<file path="config.mk">
export PLATFORM = sky130hd
export DESIGN_NAME = pssb_top
export DESIGN_NICKNAME = d
export VERILOG_FILES = /design/src/pssb_pkg.sv /design/src/pssb_lane_if.sv /design/src/pssb_lane.sv /design/src/pssb_pclk_div.sv /design/src/pssb_top.sv
export SDC_FILE = /design/constraint.sdc
export NUM_CORES = 1
export LEC_CHECK = 0
export BUFFER_PORTS_ARGS = -buffer_cell sky130_fd_sc_hd__buf_4
export CORE_AREA = 2 2 154 156
export DETAILED_ROUTE_END_ITERATION = 7
export DIE_AREA = 0 0 156 158
export GPL_TIMING_DRIVEN = 1
export PLACE_DENSITY_LB_ADDON = 0.25
export SLEW_MARGIN = 20
export SYNTH_ARGS = -nofsm -noshare
export SYNTH_HDL_FRONTEND = slang
export SYNTH_SLANG_ARGS = --single-unit
</file>
<file path="constraint.sdc">
create_clock -name i_clk -period 2.7 [get_ports i_clk]
set_clock_uncertainty 0.15 [all_clocks]
set_input_delay 0.27 -clock i_clk [delete_from_list [all_inputs] [get_ports i_clk]]
set_output_delay 0.27 -clock i_clk [all_outputs]
set_load 0.005 [all_outputs]
</file>
<file path="src/pssb_pkg.sv">
package pssb_pkg;

  // ****************************************
  // Bus widths
  // ****************************************
  localparam int CMD_IN_W = 26;
  localparam int CMD_OUT_W = 17;
  localparam int LANE_BUS_W = 84;
  localparam int MAX_LANES = 8;
  localparam int DATA_W = 32;
  localparam int K_W = 2;
  localparam int SYNC_W = 2;
  localparam int PWR_W = 2;
  localparam int RATE_W = 2;
  localparam int MARGIN_W = 3;

  // ****************************************
  // Outgoing command bit positions
  // ****************************************
  localparam int CMD_PCLK = 0;
  localparam int CMD_RATE_LO = 1;
  localparam int CMD_DET = 3;
  localparam int CMD_MARGIN_LO = 4;
  localparam int CMD_SWING = 7;
  localparam int CMD_TXRST = 8;
  localparam int CMD_DEEMPH = 9;
  localparam int CMD_SPARE_LO = 10;

  // ****************************************
  // Lane bus field positions
  // ****************************************
  localparam int LN_DATA_LO = 0;
  localparam int LN_K_LO = 32;
  localparam int LN_IDLE = 34;
  localparam int LN_VALID = 35;
  localparam int LN_BLK = 36;
  localparam int LN_SYNC_LO = 37;
  localparam int LN_POL = 39;
  localparam int LN_PWR_LO = 40;
  localparam int LN_SPARE_LO = 42;

  typedef enum logic [RATE_W-1:0] {
    RATE_GEN1 = 2'h0,
    RATE_GEN2 = 2'h1,
    RATE_GEN3 = 2'h2
  } pssb_rate_t;

  // ****************************************
  // Register map
  // ****************************************
  localparam int ADDR_W = 8;
  localparam logic [ADDR_W-1:0] ADDR_CMD = 8'h00;
  localparam logic [ADDR_W-1:0] ADDR_LANE = 8'h04;
  localparam logic [ADDR_W-1:0] ADDR_STAT = 8'h08;
  localparam logic [ADDR_W-1:0] ADDR_PCNT = 8'h0C;
  localparam int REG_RATE_LO = 0;
  localparam int REG_DET = 2;
  localparam int REG_MARGIN_LO = 3;
  localparam int REG_SWING = 6;
  localparam int REG_TXRST = 7;
  localparam int REG_DEEMPH = 8;
  localparam int REG_POL_LO = 0;
  localparam int REG_PWR_LO = 8;
  localparam int STAT_IDLE_LO = 0;
  localparam int STAT_VALID_LO = 8;
  localparam int STAT_PCLK = 16;
  localparam logic [31:0] CMD_RST = 32'h00000080;
  localparam logic [31:0] LANE_RST = 32'h00000000;

  // ****************************************
  // Interface clock rates
  // ****************************************
  localparam int CLK_MHZ = 25;
  localparam int PCLK_GEN1_MHZ = 125;
  localparam int PCLK_GEN23_MHZ = 250;
  localparam int PCLK_GEN23_HALF = 1;
  localparam int PCLK_GEN1_HALF = PCLK_GEN23_HALF * PCLK_GEN23_MHZ / PCLK_GEN1_MHZ;

endpackage

</file>
<file path="src/pssb_lane_if.sv">
`timescale 1ns/10ps
interface pssb_lane_if;
  import pssb_pkg::*;
  logic [DATA_W-1:0] tx_data;
  logic [K_W-1:0] tx_k;
  logic tx_idle;
  logic tx_valid;
  logic tx_blk;
  logic [SYNC_W-1:0] tx_sync;
  logic pol;
  logic [PWR_W-1:0] pwr;
  logic [DATA_W-1:0] rx_data;
  logic [K_W-1:0] rx_k;
  logic rx_idle;
  logic rx_valid;
  logic rx_blk;
  logic [SYNC_W-1:0] rx_sync;
  modport lane (input tx_data, tx_k, tx_idle, tx_valid, tx_blk, tx_sync, pol, pwr,
                output rx_data, rx_k, rx_idle, rx_valid, rx_blk, rx_sync);
  modport core (output tx_data, tx_k, tx_idle, tx_valid, tx_blk, tx_sync, pol, pwr,
                input rx_data, rx_k, rx_idle, rx_valid, rx_blk, rx_sync);
endinterface

</file>
<file path="src/pssb_lane.sv">
`timescale 1ns/10ps
module pssb_lane
  import pssb_pkg::*;
(
  input wire logic i_clk,
  input wire logic i_resetn,
  pssb_lane_if.lane lif,
  input wire logic [LANE_BUS_W-1:0] i_rx_bus,
  output logic [LANE_BUS_W-1:0] o_tx_bus
);

  logic [LANE_BUS_W-1:0] rx_meta;
  logic [LANE_BUS_W-1:0] rx_hold;
  logic [LANE_BUS_W-1:0] next_tx;

  // Pins come from the partner, so two stages before any use
  always_ff @(posedge i_clk or negedge i_resetn)
  begin
    if (!i_resetn)
    begin
      rx_meta <= '0;
      rx_hold <= '0;
      o_tx_bus <= '0;
    end
    else
    begin
      rx_meta <= i_rx_bus;
      rx_hold <= rx_meta;
      o_tx_bus <= next_tx;
    end
  end

  // Bits 83-39 of the receive bus are never read
  assign lif.rx_data = rx_hold[LN_DATA_LO +: DATA_W];
  assign lif.rx_k = rx_hold[LN_K_LO +: K_W];
  assign lif.rx_idle = rx_hold[LN_IDLE];
  assign lif.rx_valid = rx_hold[LN_VALID];
  assign lif.rx_blk = rx_hold[LN_BLK];
  assign lif.rx_sync = rx_hold[LN_SYNC_LO +: SYNC_W];

  assign next_tx = {
    (LANE_BUS_W - LN_SPARE_LO)'(0),
    lif.pwr,
    lif.pol,
    lif.tx_sync,
    lif.tx_blk,
    lif.tx_valid,
    lif.tx_idle,
    lif.tx_k,
    lif.tx_data
  };

endmodule

</file>
<file path="src/pssb_pclk_div.sv">
`timescale 1ns/10ps
module pssb_pclk_div
  import pssb_pkg::*;
(
  input wire logic i_clk,
  input wire logic i_resetn,
  input wire logic i_gen1,
  output logic o_pclk,
  output logic o_rise
);

  logic [3:0] cnt;
  logic [3:0] next_cnt;
  wire [3:0] half_m1 = i_gen1 ? 4'(PCLK_GEN1_HALF - 1) : 4'(PCLK_GEN23_HALF - 1);
  // Rate change applies at once to the half period in flight, which can end short
  wire tick = (cnt >= half_m1);

  assign next_cnt = tick ? 4'h0 : cnt + 4'h1;

  always_ff @(posedge i_clk or negedge i_resetn)
  begin
    if (!i_resetn)
    begin
      cnt <= 4'h0;
      o_pclk <= 1'b0;
      o_rise <= 1'b0;
    end
    else
    begin
      cnt <= next_cnt;
      if (tick)
        o_pclk <= ~o_pclk;
      o_rise <= tick & ~o_pclk;
    end
  end

endmodule

</file>
<file path="src/pssb_top.sv">
// Function
// - Core PHY signals wire straight to the partner's PHY signals, no transceivers.
// - All 26 incoming command bits are ignored.
// - PHY clock goes out on command bit 0.
// - PHY clock runs 125 MHz at first generation, 250 MHz otherwise; the divider gives i_clk/4 and i_clk/2 instead.
// - Rate on command bits 2:1: 00 gen1, 01 gen2, 10 gen3.
// - Receiver-detect request on command bit 3.
// - Margin on command bits 6:4, swing select on bit 7.
// - Transmitter reset on bit 8, de-emphasis select on bit 9.
// - Command bits 16:10 carry nothing.
// - Receive bus: data, control flags, idle, valid, block start, sync header.
// - Transmit bus carries data, flags, idle, valid, start, sync, polarity, power.
//
// The AHB-Lite register port and the placing of the registers were left to the implementer.
`timescale 1ns/10ps
module pssb_top
  import pssb_pkg::*;
#(
  parameter int LANES = 1
)
(
  input wire logic i_clk,
  input wire logic i_resetn,
  input wire logic i_hsel,
  input wire logic [31:0] i_haddr,
  input wire logic [1:0] i_htrans,
  input wire logic i_hwrite,
  input wire logic [2:0] i_hsize,
  input wire logic [31:0] i_hwdata,
  input wire logic i_hready,
  output logic [31:0] o_hrdata,
  output logic o_hreadyout,
  output logic o_hresp,
  input wire logic [CMD_IN_W-1:0] i_common_commands_in,
  output logic [CMD_OUT_W-1:0] o_common_commands_out,
  input wire logic [LANES*LANE_BUS_W-1:0] i_pipe_rx_buses,
  output logic [LANES*LANE_BUS_W-1:0] o_pipe_tx_buses,
  input wire logic [LANES*DATA_W-1:0] i_lane_transmit_data,
  input wire logic [LANES*K_W-1:0] i_lane_transmit_control_char,
  input wire logic [LANES-1:0] i_lane_transmit_idle,
  input wire logic [LANES-1:0] i_lane_transmit_valid,
  input wire logic [LANES-1:0] i_lane_transmit_block_start,
  input wire logic [LANES*SYNC_W-1:0] i_lane_transmit_sync_header,
  output logic [LANES*DATA_W-1:0] o_lane_receive_data,
  output logic [LANES*K_W-1:0] o_lane_receive_control_char,
  output logic [LANES-1:0] o_lane_receive_idle,
  output logic [LANES-1:0] o_lane_receive_valid,
  output logic [LANES-1:0] o_lane_receive_block_start,
  output logic [LANES*SYNC_W-1:0] o_lane_receive_sync_header
);

  // ****************************************
  // Register state
  // ****************************************
  logic [RATE_W-1:0] link_rate_select;
  logic receiver_detect_request;
  logic [MARGIN_W-1:0] transmit_margin_level;
  logic transmit_swing_select;
  logic transmitter_reset;
  logic transmit_deemphasis_select;
  logic [MAX_LANES-1:0] lane_polarity_invert;
  logic [2*MAX_LANES-1:0] lane_power_state;
  logic [31:0] pclk_count;

  logic pclk;
  logic pclk_rise;
  logic [MAX_LANES-1:0] rx_idle_v;
  logic [MAX_LANES-1:0] rx_valid_v;

  // ****************************************
  // Bus state
  // ****************************************
  logic wr_pend;
  logic rd_pend;
  logic [ADDR_W-1:0] acc_addr;

  // ****************************************
  // Bus decode
  // ****************************************
  function automatic logic hit(input logic [ADDR_W-1:0] a, input logic [ADDR_W-1:0] r);
    hit = (a == r);
  endfunction

  wire take = i_hsel & i_htrans[1] & i_hready;
  wire take_wr = take & i_hwrite;
  wire take_rd = take & ~i_hwrite;
  wire [ADDR_W-1:0] take_addr = i_haddr[ADDR_W-1:0];
  wire wr_cmd = wr_pend & hit(acc_addr, ADDR_CMD);
  wire wr_lane = wr_pend & hit(acc_addr, ADDR_LANE);

  wire [31:0] cmd_word = {
    23'h000000,
    transmit_deemphasis_select,
    transmitter_reset,
    transmit_swing_select,
    transmit_margin_level,
    receiver_detect_request,
    link_rate_select
  };
  wire [31:0] lane_word = {8'h00, lane_power_state, lane_polarity_invert};
  wire [31:0] stat_word = {15'h0000, pclk, rx_valid_v, rx_idle_v};

  // Unmapped offsets read as zero
  wire [31:0] rd_word =
    hit(acc_addr, ADDR_CMD) ? cmd_word :
    hit(acc_addr, ADDR_LANE) ? lane_word :
    hit(acc_addr, ADDR_STAT) ? stat_word :
    hit(acc_addr, ADDR_PCNT) ? pclk_count : 32'h00000000;

  // ****************************************
  // Bus slave
  // ****************************************
  // Reads take one wait state so a write just before is already stored
  always_ff @(posedge i_clk or negedge i_resetn)
  begin
    if (!i_resetn)
    begin
      wr_pend <= 1'b0;
      rd_pend <= 1'b0;
      acc_addr <= '0;
      o_hreadyout <= 1'b1;
      o_hrdata <= 32'h00000000;
    end
    else
    begin
      wr_pend <= take_wr;
      rd_pend <= take_rd;
      if (take)
        acc_addr <= take_addr;
      o_hreadyout <= ~take_rd;
      if (rd_pend)
        o_hrdata <= rd_word;
    end
  end

  always_ff @(posedge i_clk or negedge i_resetn)
  begin
    if (!i_resetn)
      o_hresp <= 1'b0;
    else
      o_hresp <= 1'b0;
  end

  // ****************************************
  // Control registers
  // ****************************************
  always_ff @(posedge i_clk or negedge i_resetn)
  begin
    if (!i_resetn)
    begin
      link_rate_select <= CMD_RST[REG_RATE_LO +: RATE_W];
      receiver_detect_request <= CMD_RST[REG_DET];
      transmit_margin_level <= CMD_RST[REG_MARGIN_LO +: MARGIN_W];
      transmit_swing_select <= CMD_RST[REG_SWING];
      transmitter_reset <= CMD_RST[REG_TXRST];
      transmit_deemphasis_select <= CMD_RST[REG_DEEMPH];
    end
    else if (wr_cmd)
    begin
      link_rate_select <= i_hwdata[REG_RATE_LO +: RATE_W];
      receiver_detect_request <= i_hwdata[REG_DET];
      transmit_margin_level <= i_hwdata[REG_MARGIN_LO +: MARGIN_W];
      transmit_swing_select <= i_hwdata[REG_SWING];
      transmitter_reset <= i_hwdata[REG_TXRST];
      transmit_deemphasis_select <= i_hwdata[REG_DEEMPH];
    end
  end

  always_ff @(posedge i_clk or negedge i_resetn)
  begin
    if (!i_resetn)
    begin
      lane_polarity_invert <= LANE_RST[REG_POL_LO +: MAX_LANES];
      lane_power_state <= LANE_RST[REG_PWR_LO +: 2*MAX_LANES];
    end
    else if (wr_lane)
    begin
      lane_polarity_invert <= i_hwdata[REG_POL_LO +: MAX_LANES];
      lane_power_state <= i_hwdata[REG_PWR_LO +: 2*MAX_LANES];
    end
  end

  // ****************************************
  // Interface clock
  // ****************************************
  // Only the first generation runs the slower clock; 2'b11 runs fast
  wire gen1 = (link_rate_select == RATE_GEN1);

  pssb_pclk_div u_div (
    .i_clk(i_clk),
    .i_resetn(i_resetn),
    .i_gen1(gen1),
    .o_pclk(pclk),
    .o_rise(pclk_rise)
  );

  always_ff @(posedge i_clk or negedge i_resetn)
  begin
    if (!i_resetn)
      pclk_count <= 32'h00000000;
    else if (pclk_rise)
      pclk_count <= pclk_count + 32'h00000001;
  end

  // ****************************************
  // Outgoing command bus
  // ****************************************
  // Incoming command bits are deliberately left unread
  assign o_common_commands_out = {
    7'h00,
    transmit_deemphasis_select,
    transmitter_reset,
    transmit_swing_select,
    transmit_margin_level,
    receiver_detect_request,
    link_rate_select,
    pclk
  };

  // ****************************************
  // Lanes
  // ****************************************
  // Status bits above the lane count read zero
  generate
    if (LANES < MAX_LANES)
    begin : g_pad
      assign rx_idle_v[MAX_LANES-1:LANES] = '0;
      assign rx_valid_v[MAX_LANES-1:LANES] = '0;
    end
  endgenerate

  genvar l;
  generate
    for (l = 0; l < LANES; l++)
    begin : g_lane
      pssb_lane_if lif ();

      // Core PHY fields pass straight to the partner's pins
      assign lif.tx_data = i_lane_transmit_data[l*DATA_W +: DATA_W];
      assign lif.tx_k = i_lane_transmit_control_char[l*K_W +: K_W];
      assign lif.tx_idle = i_lane_transmit_idle[l];
      assign lif.tx_valid = i_lane_transmit_valid[l];
      assign lif.tx_blk = i_lane_transmit_block_start[l];
      assign lif.tx_sync = i_lane_transmit_sync_header[l*SYNC_W +: SYNC_W];
      assign lif.pol = lane_polarity_invert[l];
      assign lif.pwr = lane_power_state[l*PWR_W +: PWR_W];

      pssb_lane u_lane (
        .i_clk(i_clk),
        .i_resetn(i_resetn),
        .lif(lif),
        .i_rx_bus(i_pipe_rx_buses[l*LANE_BUS_W +: LANE_BUS_W]),
        .o_tx_bus(o_pipe_tx_buses[l*LANE_BUS_W +: LANE_BUS_W])
      );

      assign o_lane_receive_data[l*DATA_W +: DATA_W] = lif.rx_data;
      assign o_lane_receive_control_char[l*K_W +: K_W] = lif.rx_k;
      assign o_lane_receive_idle[l] = lif.rx_idle;
      assign o_lane_receive_valid[l] = lif.rx_valid;
      assign o_lane_receive_block_start[l] = lif.rx_blk;
      assign o_lane_receive_sync_header[l*SYNC_W +: SYNC_W] = lif.rx_sync;
      assign rx_idle_v[l] = lif.rx_idle;
      assign rx_valid_v[l] = lif.rx_valid;
    end
  endgenerate

endmodule
</file>
Yosys cells after proc, flatten, opt, wreduce, memory -nomap -nowiden
Cells that the tools add are included.
{ "classes": {"n_eq_ne": 3, "mux": 6, "order_cmp": 1, "n_addsub": 2, "n_bitwise": 10, "reduce_logical": 2} }
{ "ops": {"columns": ["cell", "n"], "rows": [
  ["$mux W32", 4],
  ["$add A32 B1 Y32 const B", 1],
  ["$eq A8 B4 Y1 const B", 2],
  ["$eq A8 B3 Y1 const B", 1],
  ["$logic_not A8 Y1", 1],
  ["$and A1 B1 Y1", 7],
  ["$add A4 B1 Y4 const B", 1],
  ["$ge A4 B4 Y1", 1],
  ["$mux W4", 1],
  ["$not A1 Y1", 3],
  ["$logic_not A2 Y1", 1],
  ["$mux W1", 1]
]} }
{ "word_totals": {"regBits": 234, "elab_cells": 44, "in_bits": 223} }

Depth between registers and ports, before layout
{ "depth": {"ltp_word": 5, "mapped_depth": 6, "depth_no_buf": 5} }

Cells and area by module
A second synthesis with hierarchy kept.
{ "hier_totals": {"cells_unflattened": 587, "area_unflattened_um2": 8440.6} }
{ "modules_own_cells": {"columns": ["mod", "cells_each", "area_per_inst_um2", "seq_area_each_um2", "n_inst"], "rows": [
  ["pssb_top", 406, 4874.7, 2705.1, 1],
  ["pssb_lane", 163, 3321.9, 3002.9, 1],
  ["pssb_pclk_div", 18, 244.0, 150.1, 1]
]} }

Worst setup path before layout
OpenSTA, ideal clock, no wires.
{ "synth_timing": {"kind": "register to register", "from": "reg pclk_count[3]", "to": "reg pclk_count[21]", "setup_ns": 0.123, "t_arrival_ns": 1.706, "slack_ns": 0.721, "stages_incl_launch_ff": 5, "cell_sequence": "dfrtp_1 -> nand4_2 -> nor4_4 -> or4b_1 -> xnor2_1"} }
{ "synth_between": {"elab_chain_len": 1} }
{ "synth_rtl": {"columns": ["item", "line_no", "source"], "rows": [
  ["from (decl)", "pssb_top.sv:63", "logic [31:0] pclk_count;"],
  ["from (signal assigned)", "pssb_top.sv:202", "pclk_count <= pclk_count + 32'h00000001;"],
  ["$add A32 B1 Y32", "pssb_top.sv:202", null]
]} }
No other way between the ends.
A chain may end at the register's enable or synchronous reset.

Final worst setup path
{ "layout_timing": {"from": "reg acc_addr[5]", "to": "reg lane_polarity_invert[0]"} }
{ "layout_between": {"elab_chain_len": 2} }
{ "layout_rtl": {"columns": ["item", "line_no", "source"], "rows": [
  ["from (decl)", "pssb_top.sv:75", "logic [ADDR_W-1:0] acc_addr;"],
  ["from (signal assigned)", "pssb_top.sv:129", "acc_addr <= take_addr;"],
  ["$eq A8 B3 Y1", "pssb_top.sv:81", "hit = (a == r);"],
  ["$and A1 B1 Y1", "pssb_top.sv:89", "wire wr_lane = wr_pend & hit(acc_addr, ADDR_LANE);"],
  ["to (signal assigned)", "pssb_top.sv:173", "lane_polarity_invert <= LANE_RST[REG_POL_LO +: MAX_LANES];"],
  ["to (signal assigned)", "pssb_top.sv:178", "lane_polarity_invert <= i_hwdata[REG_POL_LO +: MAX_LANES];"],
  ["to (decl)", "pssb_top.sv:61", "logic [MAX_LANES-1:0] lane_polarity_invert;"]
]} }
No other way between the ends.

==> qor.yml <==
status: "finished clean"
initial_core_util_pct: 35.5
antenna_found_initial: 0
synthCells: 520
cts.path.max_buffers: 3
worstSetupStartpointType: "flip-flop"
chipHeight_microns: 158
netlist_area_sq_mm: 0.00817
synth_area_leader_cell: "dfrtp_1"
post-synth-top-count-cell: "dfrtp_1"
area_growth_pct: 48.7
endpoint_kind: "flip-flop"
synth_adder_area_share_pct: 0.459
drt_iter0_markers: 151
synth-xor-area-share_pct: 3.43
setup_violations: 0
grt_pass1_wl_microns: 31700
rows: 56
yosys-top-cells-count: "dfrtp_1 (232), buf_4 (55), mux2_2 (50), xnor2_1 (26), o2bb2ai_1 (24)"
synthSimpleGateAreaFrac_pct: 5.08
critPathArrivalTime_ps: 2410
cts.sinks: 234
rrSetupSlack_ps: 540
dominantRegCellSynth: "dfrtp_1"
yosysUniqueCellTypes: 34
cap_violations: 0
io_buffers: 239
grt_pass1_vias: 5763
final_layout_size_suffix_gt1_share_pct: 38.7
remaining_drc_errors: 0
cts_resized: 0
avgRoutedWirePerCell_microns: 16.8
synth-compound-area-share_pct: 4.13
fill_cells: 1856
regToRegEndpoint: "lane_polarity_invert[0]"
vias: 5415
antenna_cells: 0
hold_viol: 0
yosys_warnings: 0
seq_area_frac_synth_pct: 71.7
crit_start: "acc_addr[5]"
vdd.ir_drop.worst_v: 0.000589
slew_headroom_pct: 45.9
max_freq_mhz: 463
fin_nets: 1122
drtPass1Iterations: 4
power_leakage_nw: 5.84
power_density_mw_per_mm2: 679
drt-total-wl_microns: 20200
clk_latency_ps: 510
reg2reg_depth: 5
synth_seq_cells: 234
postCtsHoldBufs: 112
cp.required_ps: 2950
final.setup.tns_ps: 0
cts_setup_buffers: 0
postSynthAreaPerCell_sq_um: 15.7
cts_made_buffers: 25
utilization_pct: 52.7
cts_tree: "built"
die-area_sq_mm: 0.0246
cts_root_buffer: "clkbuf_16"
hp-class: "input pin to async pin"
worst_pin_slew_ps: 804
via_per_inst: 4.50
yosysTopAreaCellShare_pct: 71.0
finalMaxSlewViolations: 0
async_flop_share_pct: 100
cts_max_level: 1
grt.total_usage_pct: 16.6
synthMuxAreaShare_pct: 9.15
post-route-period-util_pct: 79.9
dieWidth_microns: 156
io_pins: 397
hpwl_microns: 13500
core_area_sq_mm: 0.0231
rr_startpoint: "acc_addr[5]"
synth_top_family_by_area: "multiplexers"
synth-edff-count: 0
gr-total-overflow: 0
gp_congestion: 0.751
worstSetupPathType: "flip-flop to flip-flop"
cts.clk_slew.worst_paths_ps: 60
rsz0062_at_grt: "false"
min_period_ps: 2160
drtAntennaViolNets: 0
grt_max_degree: 70
synthTopCellsByArea: "dfrtp_1 (71%), mux2_2 (6.9%), buf_4 (5.1%), xnor2_1 (2.8%), o2bb2ai_1 (2.6%)"
cp_max_fo: 13
-- worst max-delay path, stage by stage (launching register included) --
cell     delay (ps)
dfrtp_1         380
nor4_1          480
and2_0          260
nand4_1         160
buf_4           300
mux2_2          310
-- logic make-up (layout without fill, tap and decap cells) --
| family | count (synthesis) | after routing |
|---|---|---|
| AO/OA/AOI/OAI | 40 | 40 |
| XOR/XNOR | 32 | 32 |
| adder cells (fa/ha/maj) | 3 | 3 |
| buffers and inverters | 75 | 418 |
| flip-flops | 234 | 234 |
| multiplexers | 66 | 66 |
| other | 1 | 51 |
| AND/OR/NAND/NOR | 69 | 69 |
-- metrics by stage --
stage	hold WS (ps)	setup slack [ps]	instances	instance area, sq um	total power [mW]
floorplan	-176	721	570	8360	4.37
global placement	101	427	1047	10200	4.77
detailed placement	114	412	1047	10200	4.79
CTS	165	392	1203	12200	8.35
global route	190	281	1203	12200	8.64
finish	161	542	1203	12200	8.25
-- state kept, by name (all words and copies together), names as in the netlist, 2 cells and up --
register                cells
g_lane.u_lane.o_tx_bus     42
lane_power_state           16
g_lane.u_lane.rx_meta      39
o_hrdata                   32
link_rate_select            2
pclk_count                 32
transmit_margin_level       3
g_lane.u_lane.rx_hold      39
lane_polarity_invert        8
u_div.cnt                   4
acc_addr                    8
-- how the worst max path moves through the flow --
stage                                   end  cells past startpoint  slack, ps
CTS                 lane_polarity_invert[0]                      5        390
global route        lane_polarity_invert[0]                      5        280
finish              lane_polarity_invert[0]                      5        540
floorplan                    pclk_count[21]                      4        720
global placement    lane_polarity_invert[3]                      5        430
detailed placement  lane_polarity_invert[0]                      5        410
-- cells in the final DEF (no fill, tap or decap), types with 3 or more instances in the layout --
cell | synthesis | routed
and3_1 | 7 | 7
nand4_1 | 11 | 11
buf_4 | 55 | 249
mux2_2 | 50 | 50
ha_1 | 3 | 3
xnor2_1 | 26 | 26
mux2i_1 | 14 | 14
nand2_1 | 11 | 11
dfrtp_1 | 232 | 232
dlygate4sd3_1 | 0 | 112
o2bb2ai_1 | 24 | 24
a22oi_1 | 7 | 7
nor2_1 | 11 | 11
buf_12 | 0 | 3
a22o_1 | 8 | 8
inv_1 | 9 | 9
conb_1 | 1 | 51
clkbuf_8 | 0 | 6
xor2_1 | 6 | 6
clkinv_2 | 0 | 6
and4_1 | 3 | 3
clkbuf_16 | 0 | 25
clkbuf_1 | 7 | 3
nand3_1 | 12 | 12
-- power breakdown --
part,total [mW],internal (mW),leakage [nW],switching [mW]
Sequential,3.94,3.74,2.87,0.197
Clock,3.40,2.05,0.411,1.35
Combinational,0.915,0.555,2.56,0.361
Total,8.25,6.34,5.84,1.91
-- layer usage --
layer	vias up	global-route usage (%)	part of all wire (%)
met1	2704	21.0	40
met2	251	27.6	49
met4	0	4.24	1.5
met5	-	0	0
met3	18	5.42	9.0
li1	2442	-	-
-- cell type report --
cell class / instances / area (sq um) / share of cell area (%)
clock buffer: 34 / 719 / 5.92
clock inverter: 10 / 106 / 0.875
inverter: 9 / 33.8 / 0.278
multi-input combinational: 261 / 2010 / 16.5
sequential: 234 / 5860 / 48.2
tap: 290 / 363 / 2.98
timing repair buffer: 365 / 3070 / 25.2
No activity file was read; power rests on OpenSTA's default activity.
